`config.mk`:
```
export PLATFORM = sky130hd
export DESIGN_NAME = serial_peripheral_master
export DESIGN_NICKNAME = d
export VERILOG_FILES = /design/src/spi_master_pkg.sv /design/src/serial_peripheral_master.sv
export SDC_FILE = /design/constraint.sdc
export NUM_CORES = 1
export LEC_CHECK = 0
export BUFFER_PORTS_ARGS = -buffer_cell sky130_fd_sc_hd__buf_2
export CAP_MARGIN = 40
export CORE_AREA = 5 5 245 247
export CTS_CLUSTER_SIZE = 8
export DETAILED_ROUTE_END_ITERATION = 16
export DIE_AREA = 0 0 250 252
export PLACE_DENSITY = 0.45
export SLEW_MARGIN = 20
export SYNTH_ARGS = -nofsm -noshare
export SYNTH_HDL_FRONTEND = slang
export SYNTH_SLANG_ARGS = --single-unit
```
`constraint.sdc`:
```
create_clock -name clock -period 24.8 [get_ports clock]
set_input_delay 7.44 -clock clock [delete_from_list [all_inputs] [get_ports clock]]
set_output_delay 7.44 -clock clock [all_outputs]
set_load 0.03 [all_outputs]
```
`src/spi_master_pkg.sv`:
```
// Constants, types and state layout for the serial peripheral master
// Behaviour
// - Port is bus master only; it always drives serial clock and selects.
// - Each character shifts out and in together; length 1 to 32 bits.
// - Four separate slave select outputs; one slave addressed per transfer.
// - No DMA requests; all data moves through processor register accesses.
// - Frame length 1 to 4096 characters, completed characters counted against it.
// - Optional interrupt on each completed character; none when disabled.
// - Select to first clock delay of 1, 2, 3 or 4 serial clocks.
// - Each select output may be active low or active high.
// - Mode 0 samples on rising edge, changes data after falling edge.
// - Mode 1 samples on falling edge, changes data after rising edge.
// - Mode 2 samples on falling edge, changes data after rising edge.
// - Serial clock from programmable divider; period never below four system clocks.
// - Loopback mode returns transmitted bits to receive path internally.
// - Clock polarity and phase chosen separately for each slave select.
package spi_master_pkg;
    localparam int ADDR_W = 18;
    localparam logic [15:0] IDX_CLOCK_DIVIDER = 16'h3000;
    localparam logic [15:0] IDX_CLOCK_CONTROL = 16'h3001;
    localparam logic [15:0] IDX_DEVICE_CONFIG_LOW = 16'h3002;
    localparam logic [15:0] IDX_DEVICE_CONFIG_HIGH = 16'h3003;
    localparam logic [15:0] IDX_COMMAND_LOW = 16'h3004;
    localparam logic [15:0] IDX_COMMAND_HIGH = 16'h3005;
    localparam logic [15:0] IDX_STATUS_LOW = 16'h3006;
    localparam logic [15:0] IDX_STATUS_HIGH = 16'h3007;
    localparam logic [15:0] IDX_DATA_LOW = 16'h3008;
    localparam logic [15:0] IDX_DATA_HIGH = 16'h3009;
    localparam logic [15:0] IDX_IRQ_STATUS = 16'h300A;
    localparam logic [15:0] IDX_IRQ_MASK = 16'h300B;
    localparam logic [15:0] REG_RESET = 16'h0000;
    localparam int CCR_ENABLE = 0;
    localparam int DCFG_STRIDE = 4;
    localparam int DCFG_POL = 0;
    localparam int DCFG_PHA = 1;
    localparam int DCFG_CSP = 2;
    localparam int DCFG2_DELAY_LSB = 0;
    localparam int DCFG2_LOOP = 2;
    localparam int CMD1_FLEN_LSB = 0;
    localparam int CMD1_CIE = 14;
    localparam int CMD2_LEN_LSB = 0;
    localparam int CMD2_SEL_LSB = 12;
    localparam int CMD2_START = 15;
    localparam int STAT1_BUSY = 0;
    localparam int STAT1_WAIT = 1;
    localparam int IRQ_CHAR = 0;
    localparam int IRQ_FRAME = 1;
    localparam logic [15:0] MIN_HALF = 16'h0002;
    localparam logic [3:0] SS_RESET = 4'hF;
    typedef enum logic [2:0] {S_IDLE, S_SETUP, S_SHIFT, S_WAIT, S_HOLD} fsm_t;
    typedef struct packed {
        logic psel;
        logic penable;
        logic pwrite;
        logic [ADDR_W-1:0] paddr;
        logic [31:0] pwdata;
    } apb_req_t;
    typedef struct packed {
        logic pready;
        logic [31:0] prdata;
        logic pslverr;
    } apb_rsp_t;
    typedef struct packed {
        logic sclk;
        logic mosi;
        logic [3:0] slave_select_n;
    } spi_pins_t;
    typedef struct packed {
        fsm_t fsm;
        logic [15:0] clock_divider;
        logic [15:0] clock_control;
        logic [15:0] device_config_low;
        logic [15:0] device_config_high;
        logic [15:0] command_low;
        logic [15:0] command_high;
        logic [31:0] txd;
        logic [31:0] rxd;
        logic [31:0] sh;
        logic [31:0] rsh;
        logic [15:0] cnt;
        logic [6:0] edge_n;
        logic [2:0] dly;
        logic [12:0] frames;
        logic [1:0] sel;
        logic [4:0] lenm1;
        logic [1:0] ist;
        logic [1:0] imask;
        logic irq;
        apb_rsp_t rsp;
        spi_pins_t pins;
    } state_t;
endpackage

```
`src/serial_peripheral_master.sv`:
```
// Serial peripheral master with APB register slave
//
// The APB interface to the registers was decided locally.
module serial_peripheral_master (
    input wire logic clock,
    input wire logic rst,
    input wire spi_master_pkg::apb_req_t apb_req,
    output spi_master_pkg::apb_rsp_t apb_rsp,
    input wire logic miso,
    output spi_master_pkg::spi_pins_t spi_pins,
    output logic irq
);
    spi_master_pkg::state_t st;
    spi_master_pkg::state_t next_st;

    function automatic logic cfg_bit(input logic [15:0] cfg, input logic [1:0] sel,
                                     input int pos);
        return cfg[spi_master_pkg::DCFG_STRIDE * sel + pos];
    endfunction

    function automatic logic [15:0] reg_index(input logic [spi_master_pkg::ADDR_W-1:0] a);
        return a[spi_master_pkg::ADDR_W-1:2];
    endfunction

    logic access;
    logic wr_fire;
    logic [15:0] idx;
    logic [15:0] half;
    logic tick;
    logic rx_bit;
    logic pol;
    logic pha;
    logic char_done;
    logic sample;
    logic [6:0] last_edge;

    assign apb_rsp = st.rsp;
    assign spi_pins = st.pins;
    assign irq = st.irq;

    always_comb begin
        logic [31:0] rdata;
        logic hit;
        logic start;
        logic lead;
        logic shift_out;
        logic [1:0] set_ist;
        logic [1:0] clr_ist;
        logic [12:0] frames_inc;
        logic [4:0] new_len;
        logic [1:0] new_sel;
        rdata = 32'h00000000;
        hit = 1'b1;
        start = 1'b0;
        lead = 1'b0;
        shift_out = 1'b0;
        set_ist = 2'h0;
        clr_ist = 2'h0;
        frames_inc = 13'(st.frames + 13'h0001);
        new_len = st.lenm1;
        new_sel = st.sel;
        next_st = st;
        char_done = 1'b0;
        sample = 1'b0;
        access = apb_req.psel & apb_req.penable;
        wr_fire = access & st.rsp.pready & apb_req.pwrite;
        idx = reg_index(apb_req.paddr);
        // Fastest legal clock: a half period of two system clocks
        half = (st.clock_divider < spi_master_pkg::MIN_HALF) ? spi_master_pkg::MIN_HALF
                                                              : st.clock_divider;
        tick = (st.cnt == 16'h0000);
        pol = cfg_bit(st.device_config_low, st.sel, spi_master_pkg::DCFG_POL);
        pha = cfg_bit(st.device_config_low, st.sel, spi_master_pkg::DCFG_PHA);
        // Loopback takes the bit we are driving, never the pin
        rx_bit = st.device_config_high[spi_master_pkg::DCFG2_LOOP] ? st.pins.mosi
                                                                  : miso;
        last_edge = {1'b0, st.lenm1, 1'b1};

        case (idx)
            spi_master_pkg::IDX_CLOCK_DIVIDER: rdata = {16'h0000, st.clock_divider};
            spi_master_pkg::IDX_CLOCK_CONTROL: rdata = {16'h0000, st.clock_control};
            spi_master_pkg::IDX_DEVICE_CONFIG_LOW: rdata = {16'h0000, st.device_config_low};
            spi_master_pkg::IDX_DEVICE_CONFIG_HIGH: rdata = {16'h0000, st.device_config_high};
            spi_master_pkg::IDX_COMMAND_LOW: rdata = {16'h0000, st.command_low};
            spi_master_pkg::IDX_COMMAND_HIGH: rdata = {16'h0000, st.command_high};
            spi_master_pkg::IDX_STATUS_LOW: begin
                rdata[spi_master_pkg::STAT1_BUSY] = (st.fsm != spi_master_pkg::S_IDLE);
                rdata[spi_master_pkg::STAT1_WAIT] = (st.fsm == spi_master_pkg::S_WAIT);
            end
            spi_master_pkg::IDX_STATUS_HIGH: rdata = {19'h00000, st.frames};
            spi_master_pkg::IDX_DATA_LOW: rdata = {16'h0000, st.rxd[15:0]};
            spi_master_pkg::IDX_DATA_HIGH: rdata = {16'h0000, st.rxd[31:16]};
            spi_master_pkg::IDX_IRQ_STATUS: rdata = {30'h00000000, st.ist};
            spi_master_pkg::IDX_IRQ_MASK: rdata = {30'h00000000, st.imask};
            default: hit = 1'b0;
        endcase

        // Answer one cycle into the access phase
        next_st.rsp.pready = access & ~st.rsp.pready;
        if (access & ~st.rsp.pready) begin
            next_st.rsp.prdata = apb_req.pwrite ? 32'h00000000 : rdata;
            next_st.rsp.pslverr = ~hit;
        end

        if (wr_fire) begin
            case (idx)
                spi_master_pkg::IDX_CLOCK_DIVIDER: next_st.clock_divider = apb_req.pwdata[15:0];
                spi_master_pkg::IDX_CLOCK_CONTROL: next_st.clock_control = apb_req.pwdata[15:0];
                spi_master_pkg::IDX_DEVICE_CONFIG_LOW:
                    next_st.device_config_low = apb_req.pwdata[15:0];
                spi_master_pkg::IDX_DEVICE_CONFIG_HIGH:
                    next_st.device_config_high = apb_req.pwdata[15:0];
                spi_master_pkg::IDX_COMMAND_LOW: next_st.command_low = apb_req.pwdata[15:0];
                spi_master_pkg::IDX_COMMAND_HIGH: begin
                    next_st.command_high = apb_req.pwdata[15:0];
                    // Starts while shifting or disabled are dropped
                    start = apb_req.pwdata[spi_master_pkg::CMD2_START]
                            & st.clock_control[spi_master_pkg::CCR_ENABLE]
                            & ((st.fsm == spi_master_pkg::S_IDLE)
                               | (st.fsm == spi_master_pkg::S_WAIT));
                    new_len = apb_req.pwdata[spi_master_pkg::CMD2_LEN_LSB +: 5];
                end
                spi_master_pkg::IDX_DATA_LOW: next_st.txd[15:0] = apb_req.pwdata[15:0];
                spi_master_pkg::IDX_DATA_HIGH: next_st.txd[31:16] = apb_req.pwdata[15:0];
                spi_master_pkg::IDX_IRQ_STATUS: clr_ist = apb_req.pwdata[1:0];
                spi_master_pkg::IDX_IRQ_MASK: next_st.imask = apb_req.pwdata[1:0];
                default: ;
            endcase
        end

        case (st.fsm)
            spi_master_pkg::S_IDLE: begin
                new_sel = st.command_high[spi_master_pkg::CMD2_SEL_LSB +: 2];
                next_st.pins.sclk = cfg_bit(st.device_config_low, new_sel,
                                            spi_master_pkg::DCFG_POL);
                if (start) begin
                    new_sel = apb_req.pwdata[spi_master_pkg::CMD2_SEL_LSB +: 2];
                    next_st.fsm = spi_master_pkg::S_SETUP;
                    next_st.sel = new_sel;
                    next_st.frames = 13'h0000;
                    next_st.pins.sclk = cfg_bit(st.device_config_low, new_sel,
                                                spi_master_pkg::DCFG_POL);
                    next_st.dly = 3'(3'h1 + {st.device_config_high[
                                  spi_master_pkg::DCFG2_DELAY_LSB +: 2], 1'b0});
                end
            end
            spi_master_pkg::S_SETUP: begin
                if (tick) begin
                    if (st.dly == 3'h1) begin
                        next_st.fsm = spi_master_pkg::S_SHIFT;
                    end else begin
                        next_st.dly = 3'(st.dly - 3'h1);
                    end
                end
            end
            spi_master_pkg::S_SHIFT: begin
                if (tick) begin
                    // Only this state toggles the serial clock; idle parks it at the polarity level
                    next_st.pins.sclk = ~st.pins.sclk;
                    next_st.edge_n = 7'(st.edge_n + 7'h01);
                    lead = ~st.edge_n[0];
                    // Phase 0 samples on leading edges, phase 1 on trailing
                    sample = lead ? ~pha : pha;
                    shift_out = lead ? (pha & (st.edge_n != 7'h00))
                                     : (~pha & (st.edge_n != last_edge));
                    if (sample) begin
                        next_st.rsh = {st.rsh[30:0], rx_bit};
                    end
                    if (shift_out) begin
                        next_st.sh = {st.sh[30:0], 1'b0};
                    end
                    if (st.edge_n == last_edge) begin
                        char_done = 1'b1;
                        next_st.rxd = next_st.rsh & (32'hFFFFFFFF >> (5'h1F - st.lenm1));
                        next_st.frames = frames_inc;
                        if (frames_inc == 13'({1'b0, st.command_low[
                                spi_master_pkg::CMD1_FLEN_LSB +: 12]} + 13'h0001)) begin
                            next_st.fsm = spi_master_pkg::S_HOLD;
                            set_ist[spi_master_pkg::IRQ_FRAME] = 1'b1;
                        end else begin
                            next_st.fsm = spi_master_pkg::S_WAIT;
                        end
                        if (st.command_low[spi_master_pkg::CMD1_CIE]) begin
                            set_ist[spi_master_pkg::IRQ_CHAR] = 1'b1;
                        end
                    end
                end
            end
            spi_master_pkg::S_WAIT: begin
                if (start) begin
                    next_st.fsm = spi_master_pkg::S_SHIFT;
                end
            end
            spi_master_pkg::S_HOLD: begin
                if (tick) begin
                    next_st.fsm = spi_master_pkg::S_IDLE;
                end
            end
            default: next_st.fsm = spi_master_pkg::S_IDLE;
        endcase

        if (start) begin
            // Left align so the top bit leaves first
            next_st.lenm1 = new_len;
            next_st.sh = st.txd << (5'h1F - new_len);
            next_st.rsh = 32'h00000000;
            next_st.edge_n = 7'h00;
            next_st.cnt = 16'(half - 16'h0001);
        end else if (st.fsm != spi_master_pkg::S_IDLE) begin
            next_st.cnt = tick ? 16'(half - 16'h0001) : 16'(st.cnt - 16'h0001);
        end

        // Set wins over a clear in the same cycle
        next_st.ist = (st.ist & ~clr_ist) | set_ist;
        next_st.irq = |(next_st.ist & next_st.imask);

        for (int i = 0; i < 4; i++) begin
            // Drive the configured active level only on the addressed slave
            next_st.pins.slave_select_n[i] =
                ((next_st.fsm != spi_master_pkg::S_IDLE) && (next_st.sel == 2'(i)))
                ? cfg_bit(next_st.device_config_low, 2'(i), spi_master_pkg::DCFG_CSP)
                : ~cfg_bit(next_st.device_config_low, 2'(i), spi_master_pkg::DCFG_CSP);
        end
        next_st.pins.mosi = (next_st.fsm == spi_master_pkg::S_IDLE) ? 1'b0
                                                                    : next_st.sh[31];
    end

    // No DMA request port exists; software moves every word over APB
    always_ff @(posedge clock or posedge rst) begin
        if (rst) begin
            st <= '0;
            st.pins.slave_select_n <= spi_master_pkg::SS_RESET;
            st.clock_divider <= spi_master_pkg::REG_RESET;
        end else begin
            st <= next_st;
        end
    end

    logic [3:0] sel_active;
    always_comb begin
        for (int i = 0; i < 4; i++) begin
            sel_active[i] = (st.pins.slave_select_n[i]
                == cfg_bit(st.device_config_low, 2'(i), spi_master_pkg::DCFG_CSP));
        end
    end
endmodule // serial_peripheral_master

```
# Word level (Yosys, flattened, before mapping)
# Index checks and enable logic that the tools add are counted.
[word_totals]
ff_bits = 318
latchBits = 0
mem_bits_rw = 0
rom_bits = 0
in_bits = 56
out_inout_bits = 41
elab_cells = 200
mem_count = 0
[op_classes]
add_sub_neg = 10
mul = 0
div = 0
n_lt_le_gt_ge = 4
n_eq_ne = 28
shifts = 2
muxes = 72
bitwise_logic = 22
reduce_logical = 33
[ops]
columns = ["operator", "n"]
rows = [
  ["== test 16 x 14 -> 1 bit (second input constant)", 12],
  ["2-to-1 mux 64 bit", 3],
  ["2-to-1 mux 32 bit", 5],
  ["2-to-1 mux 16 bit", 9],
  ["case mux 14 bit (9 select lines)", 1],
  ["2-to-1 mux 95 bit", 1],
  ["bitwise AND 32 bit", 1],
  ["left shift 32 x 5 -> 32 bit", 1],
  ["right shift 32 x 5 -> 32 bit (first input constant)", 1],
  ["subtractor 16 x 1 -> 16 bit (second input constant)", 2],
  ["2-to-1 mux 3 bit", 10],
  ["2-to-1 mux 13 bit", 2],
  ["case mux 13 bit (2 select lines)", 1],
  ["case mux 2 bit (12 select lines)", 1],
  ["2-to-1 mux 7 bit", 3],
  ["AND reduction 2 bit", 10],
  ["2-to-1 mux 1 bit", 18],
  ["2-to-1 mux 18 bit", 1],
  ["logical NOT 16 bit", 1],
  ["less-than comparator 16 x 2 -> 1 bit (second input constant)", 1],
  ["2-to-1 mux 2 bit", 8],
  ["2-to-1 mux 15 bit", 1],
  ["case mux 3 bit (5 select lines)", 1],
  ["adder 12 x 1 -> 13 bit (second input constant)", 1],
  ["39 further kinds", 76],
]

# Logic depth before layout (Yosys ltp)
[depth]
ltp_word = 12
ltp_mapped = 13

# Worst setup path before layout
# No wires, ideal clock.
[synth_path]
kind = "input to register"
start = "input port apb_req[35] (netlist name)"
end = "register st[140] (netlist name)"
setup_time_ns = 0.136
t_arrival_ns = 9.680
required_time_ns = 24.664
setup_slack_ns = 14.984
stages = 12
cell_sequence = "clkbuf_1 nor2b_1 and4b_1 clkbuf_1 nand3_1 nand2_2 buf_4 mux2i_1 mux2i_1 mux2_2 a221oi_1 o21ai_0"
[synth_between]
elab_chain_cells = 6
word_cells_on_any_way = 12
[synth_lines]
columns = ["element", "line_no", "source"]
rows = [
  ["start: declaration", "serial_peripheral_master.sv:7", "input wire spi_master_pkg::apb_req_t apb_req,"],
  ["== test 16 x 14 -> 1 bit (*)", "serial_peripheral_master.sv:106", "case (idx)"],
  ["2-to-1 mux 5 bit", "serial_peripheral_master.sv:106", ""],
  ["2-to-1 mux 5 bit", "serial_peripheral_master.sv:105", "if (wr_fire) begin"],
  ["subtractor 5 bit", "serial_peripheral_master.sv:205", "next_st.sh = st.txd << (5'h1F - new_len);"],
  ["left shift 32 x 5 -> 32 bit", "serial_peripheral_master.sv:205", ""],
  ["2-to-1 mux 64 bit", "serial_peripheral_master.sv:202", "if (start) begin"],
  ["end signal: assignment", "serial_peripheral_master.sv:235", "st <= next_st;"],
  ["end: declaration", "serial_peripheral_master.sv:13", "spi_master_pkg::state_t st;"],
]
# Every way passes the cells marked *; elsewhere a longest branch is shown, timed or not.
# A chain may end at the register's enable or synchronous reset.

# Worst setup path in the final report
[layout_path]
start = "input port apb_req[34] (netlist name)"
end = "register st[149] (netlist name)"
# Same word-level chain as after synthesis.

==> results_dict.tcl <==
set metrics [dict create \
    status "completed" \
    place_inst 2525 \
    clkSinkCount 302 \
    post-route-min-period_ns 10.98 \
    crit_path_max_fanout 27 \
    cts_resized 0 \
    grt_pass1_vias 13430 \
    critPathKind "primary input to flop" \
    cts_tree "yes" \
    fin_nets 1873 \
    syn2layout_area_growth_pct 12.99 \
    antenna_found_initial 1 \
    via_per_inst 5.330 \
    worst_skew_pair.late_latency_ns 0.57 \
    num_rows 88 \
    drt_iter0_markers 1118 \
    seqCellArea_um2 7562 \
    hold_path_class "flop to flop" \
    grt_max_degree 81 \
    syn_avg_cell_area_um2 9.486 \
    hpwl_mm 39.71 \
    die_w_um 250 \
    drt_pass1_iterations 6 \
    numCtsBuffers 44 \
    initial_utilization_pct 29.85 \
    fp.dieH_um 252 \
    overflow 0 \
    drc 0 \
    grt_usage_pct 17.40 \
    cts_setup_buffers 0 \
    critPathArrivalTime_ns 11.44 \
    yosysWarnings 0 \
    design_area_um2 19350 \
    place_congestion 0.8414 \
    p_leak_nw 8.548 \
    synth.area.top_cells "dfrtp_1, mux2_2, nand2_1, mux2i_1, o21ai_0" \
    post-route-period-util_pct 44.28 \
    diodes 0 \
    cts_htree_levels 2 \
    drtAntennaViolNets 0 \
    path_clk_slew_ns 0.06 \
    routedWlPerCell_um 21.74 \
    final_util_pct 33.72 \
    worst_pin_slew_ns 0.9242 \
    cts_buffer_depth 3 \
    cts-root-buf "clkbuf_16" \
    io_buffers 62 \
    synth-edff-count 0 \
    mappedNetlistArea_um2 17120 \
    die_area_um2 63000 \
    relSlewSlack_pct 38.38 \
    io_pins 97 \
    ir_worst_vdd_uv 39.88 \
    core_area_um2 57370 \
    endpoint_kind "flop" \
    synth_seq_cells 302 \
    vias 13790 \
    synth_top_area_share_pct 43.55 \
    finalSetupViolations 0 \
    cp.required_ns 25.26 \
    worst_clock_skew_ns 0.02410 \
    holdBufCountCts 0 \
    grt_pass1_wl_mm 86.23 \
    setup_tns_ns 0 \
    multi_input_area_um2 8788 \
    async_reset_ff_share_pct 100.0 \
    dp_slack_ns 13.36 \
    max_cap_violations 0 \
    fmax_mhz 91.06 \
    fill_cells 5859 \
    finalHoldViolCount 0 \
    drive_gt1_share_pct 17.62 \
    slew_viol_final 0 \
    synth_cell_types 78 \
    p_per_area_nw_per_um2 55.90 \
    crit_path_start_kind "primary input" \
    stdcell_count 2587 \
    postSynthCellCount 1805 \
    fin_ws_ns 13.82 \
    yosysTopAreaCell "dfrtp_1" \
    synth_flop_cell "dfrtp_1" \
    rsz0062_at_grt "no" \
    wirelength_mm 56.24 \
    ys_seq_area_share_pct 44.17 \
    postPlaceCellArea_um2 18090 \
]
## where the power goes
part | leakage [nW] | internal, W | switching, W
Sequential | 3.81 | 0.000494 | 0.000000290
Clock | 0.599 | 0.000332 | 0.000221
Combinational | 4.14 | 0.00000648 | 0.0000273
Total | 8.55 | 0.000833 | 0.000248
## final timing paths
path	from	end	slack, ns	cells after the start
worst min-delay path	apb_rsp[10]	apb_rsp[10]	0.47	2
worst max-delay path	apb_req[34]	st[149]	13.82	11
worst min register to register	apb_rsp[10]	apb_rsp[10]	0.47	2
min in group asynchronous	rst	st[278]	6.91	2
worst max register to register	apb_rsp[33]	st[149]	20.76	9
max in group asynchronous	rst	st[306]	16.26	5
## per-layer routing
layer  wire length (µm)  vias up  GRT usage (%)
li1                   -     6444              -
met3               3177       80          3.206
met5                 13        -              0
met1              26940     6868          25.44
met4               1143        2          3.914
met2              24970      396          26.99
## layout by cell type (no fill, tap or decap), types with 16 or more instances in the layout
master       n
buf_4       27
xnor2_1     28
nor2_1      84
nand3_1     82
mux2_2     124
nand2_1    327
and3_1      34
a22oi_1     17
buf_2       63
o31ai_1     23
mux2i_1    103
xor2_1      25
dfrtp_1    298
nor3_1      22
a221oi_1    24
a21oi_1     67
clkbuf_16   45
o21ai_0    126
conb_1      16
## sequential cells by signal, indices dropped and copies added, names as in the netlist
signal	count
spi_pins	6
last_edge	5
irq	1
apb_rsp	18
st	272
## synthesized netlist by cell type (all sizes together), types with 30 or more instances
cell / instances
nand2: 331
dfrtp: 298
o21ai: 126
mux2: 124
mux2i: 103
nor2: 88
clkbuf: 87
nand3: 82
buf: 76
a21oi: 67
and3: 34
xnor2: 30
## cell type report
cell class	instances	area share (%)
sequential	302	39.09
tap	765	4.948
inverter	14	0.3104
timing repair buffer	106	3.919
clock inverter	3	0.1164
clock buffer	56	6.189
multi-input combinational	1341	45.43
## cell families after synthesis
group / count (synthesis) / share of synthesized area (%)
AND/OR/NAND/NOR: 653 / 17.84
AO/OA/AOI/OAI: 373 / 14.18
flip-flops: 302 / 44.17
multiplexers: 234 / 15.10
buffers and inverters: 177 / 5.035
XOR/XNOR: 57 / 3.077
adder cells (fa/ha/maj): 8 / 0.5846
other: 1 / 0.02190
## worst max-delay path, cell delays in order
cell	delay, ns
buf_2	0.08
buf_4	0.43
nor2b_1	0.37
nand4b_1	0.29
o21ai_0	0.41
and2_1	0.73
nor2_1	0.26
a22o_1	0.26
a221oi_1	0.48
o21ai_0	0.29
a311oi_1	0.38
## through the flow
stage                     hold WS, ns   power, W
after floorplan                0.4348  0.0005228
after global routing           0.4858   0.001118
after detailed placement       0.4629  0.0005369
after global placement         0.4568  0.0005353
after CTS                      0.4756   0.001099
final                          0.4718   0.001081
(Power assumes the default switching activity.)
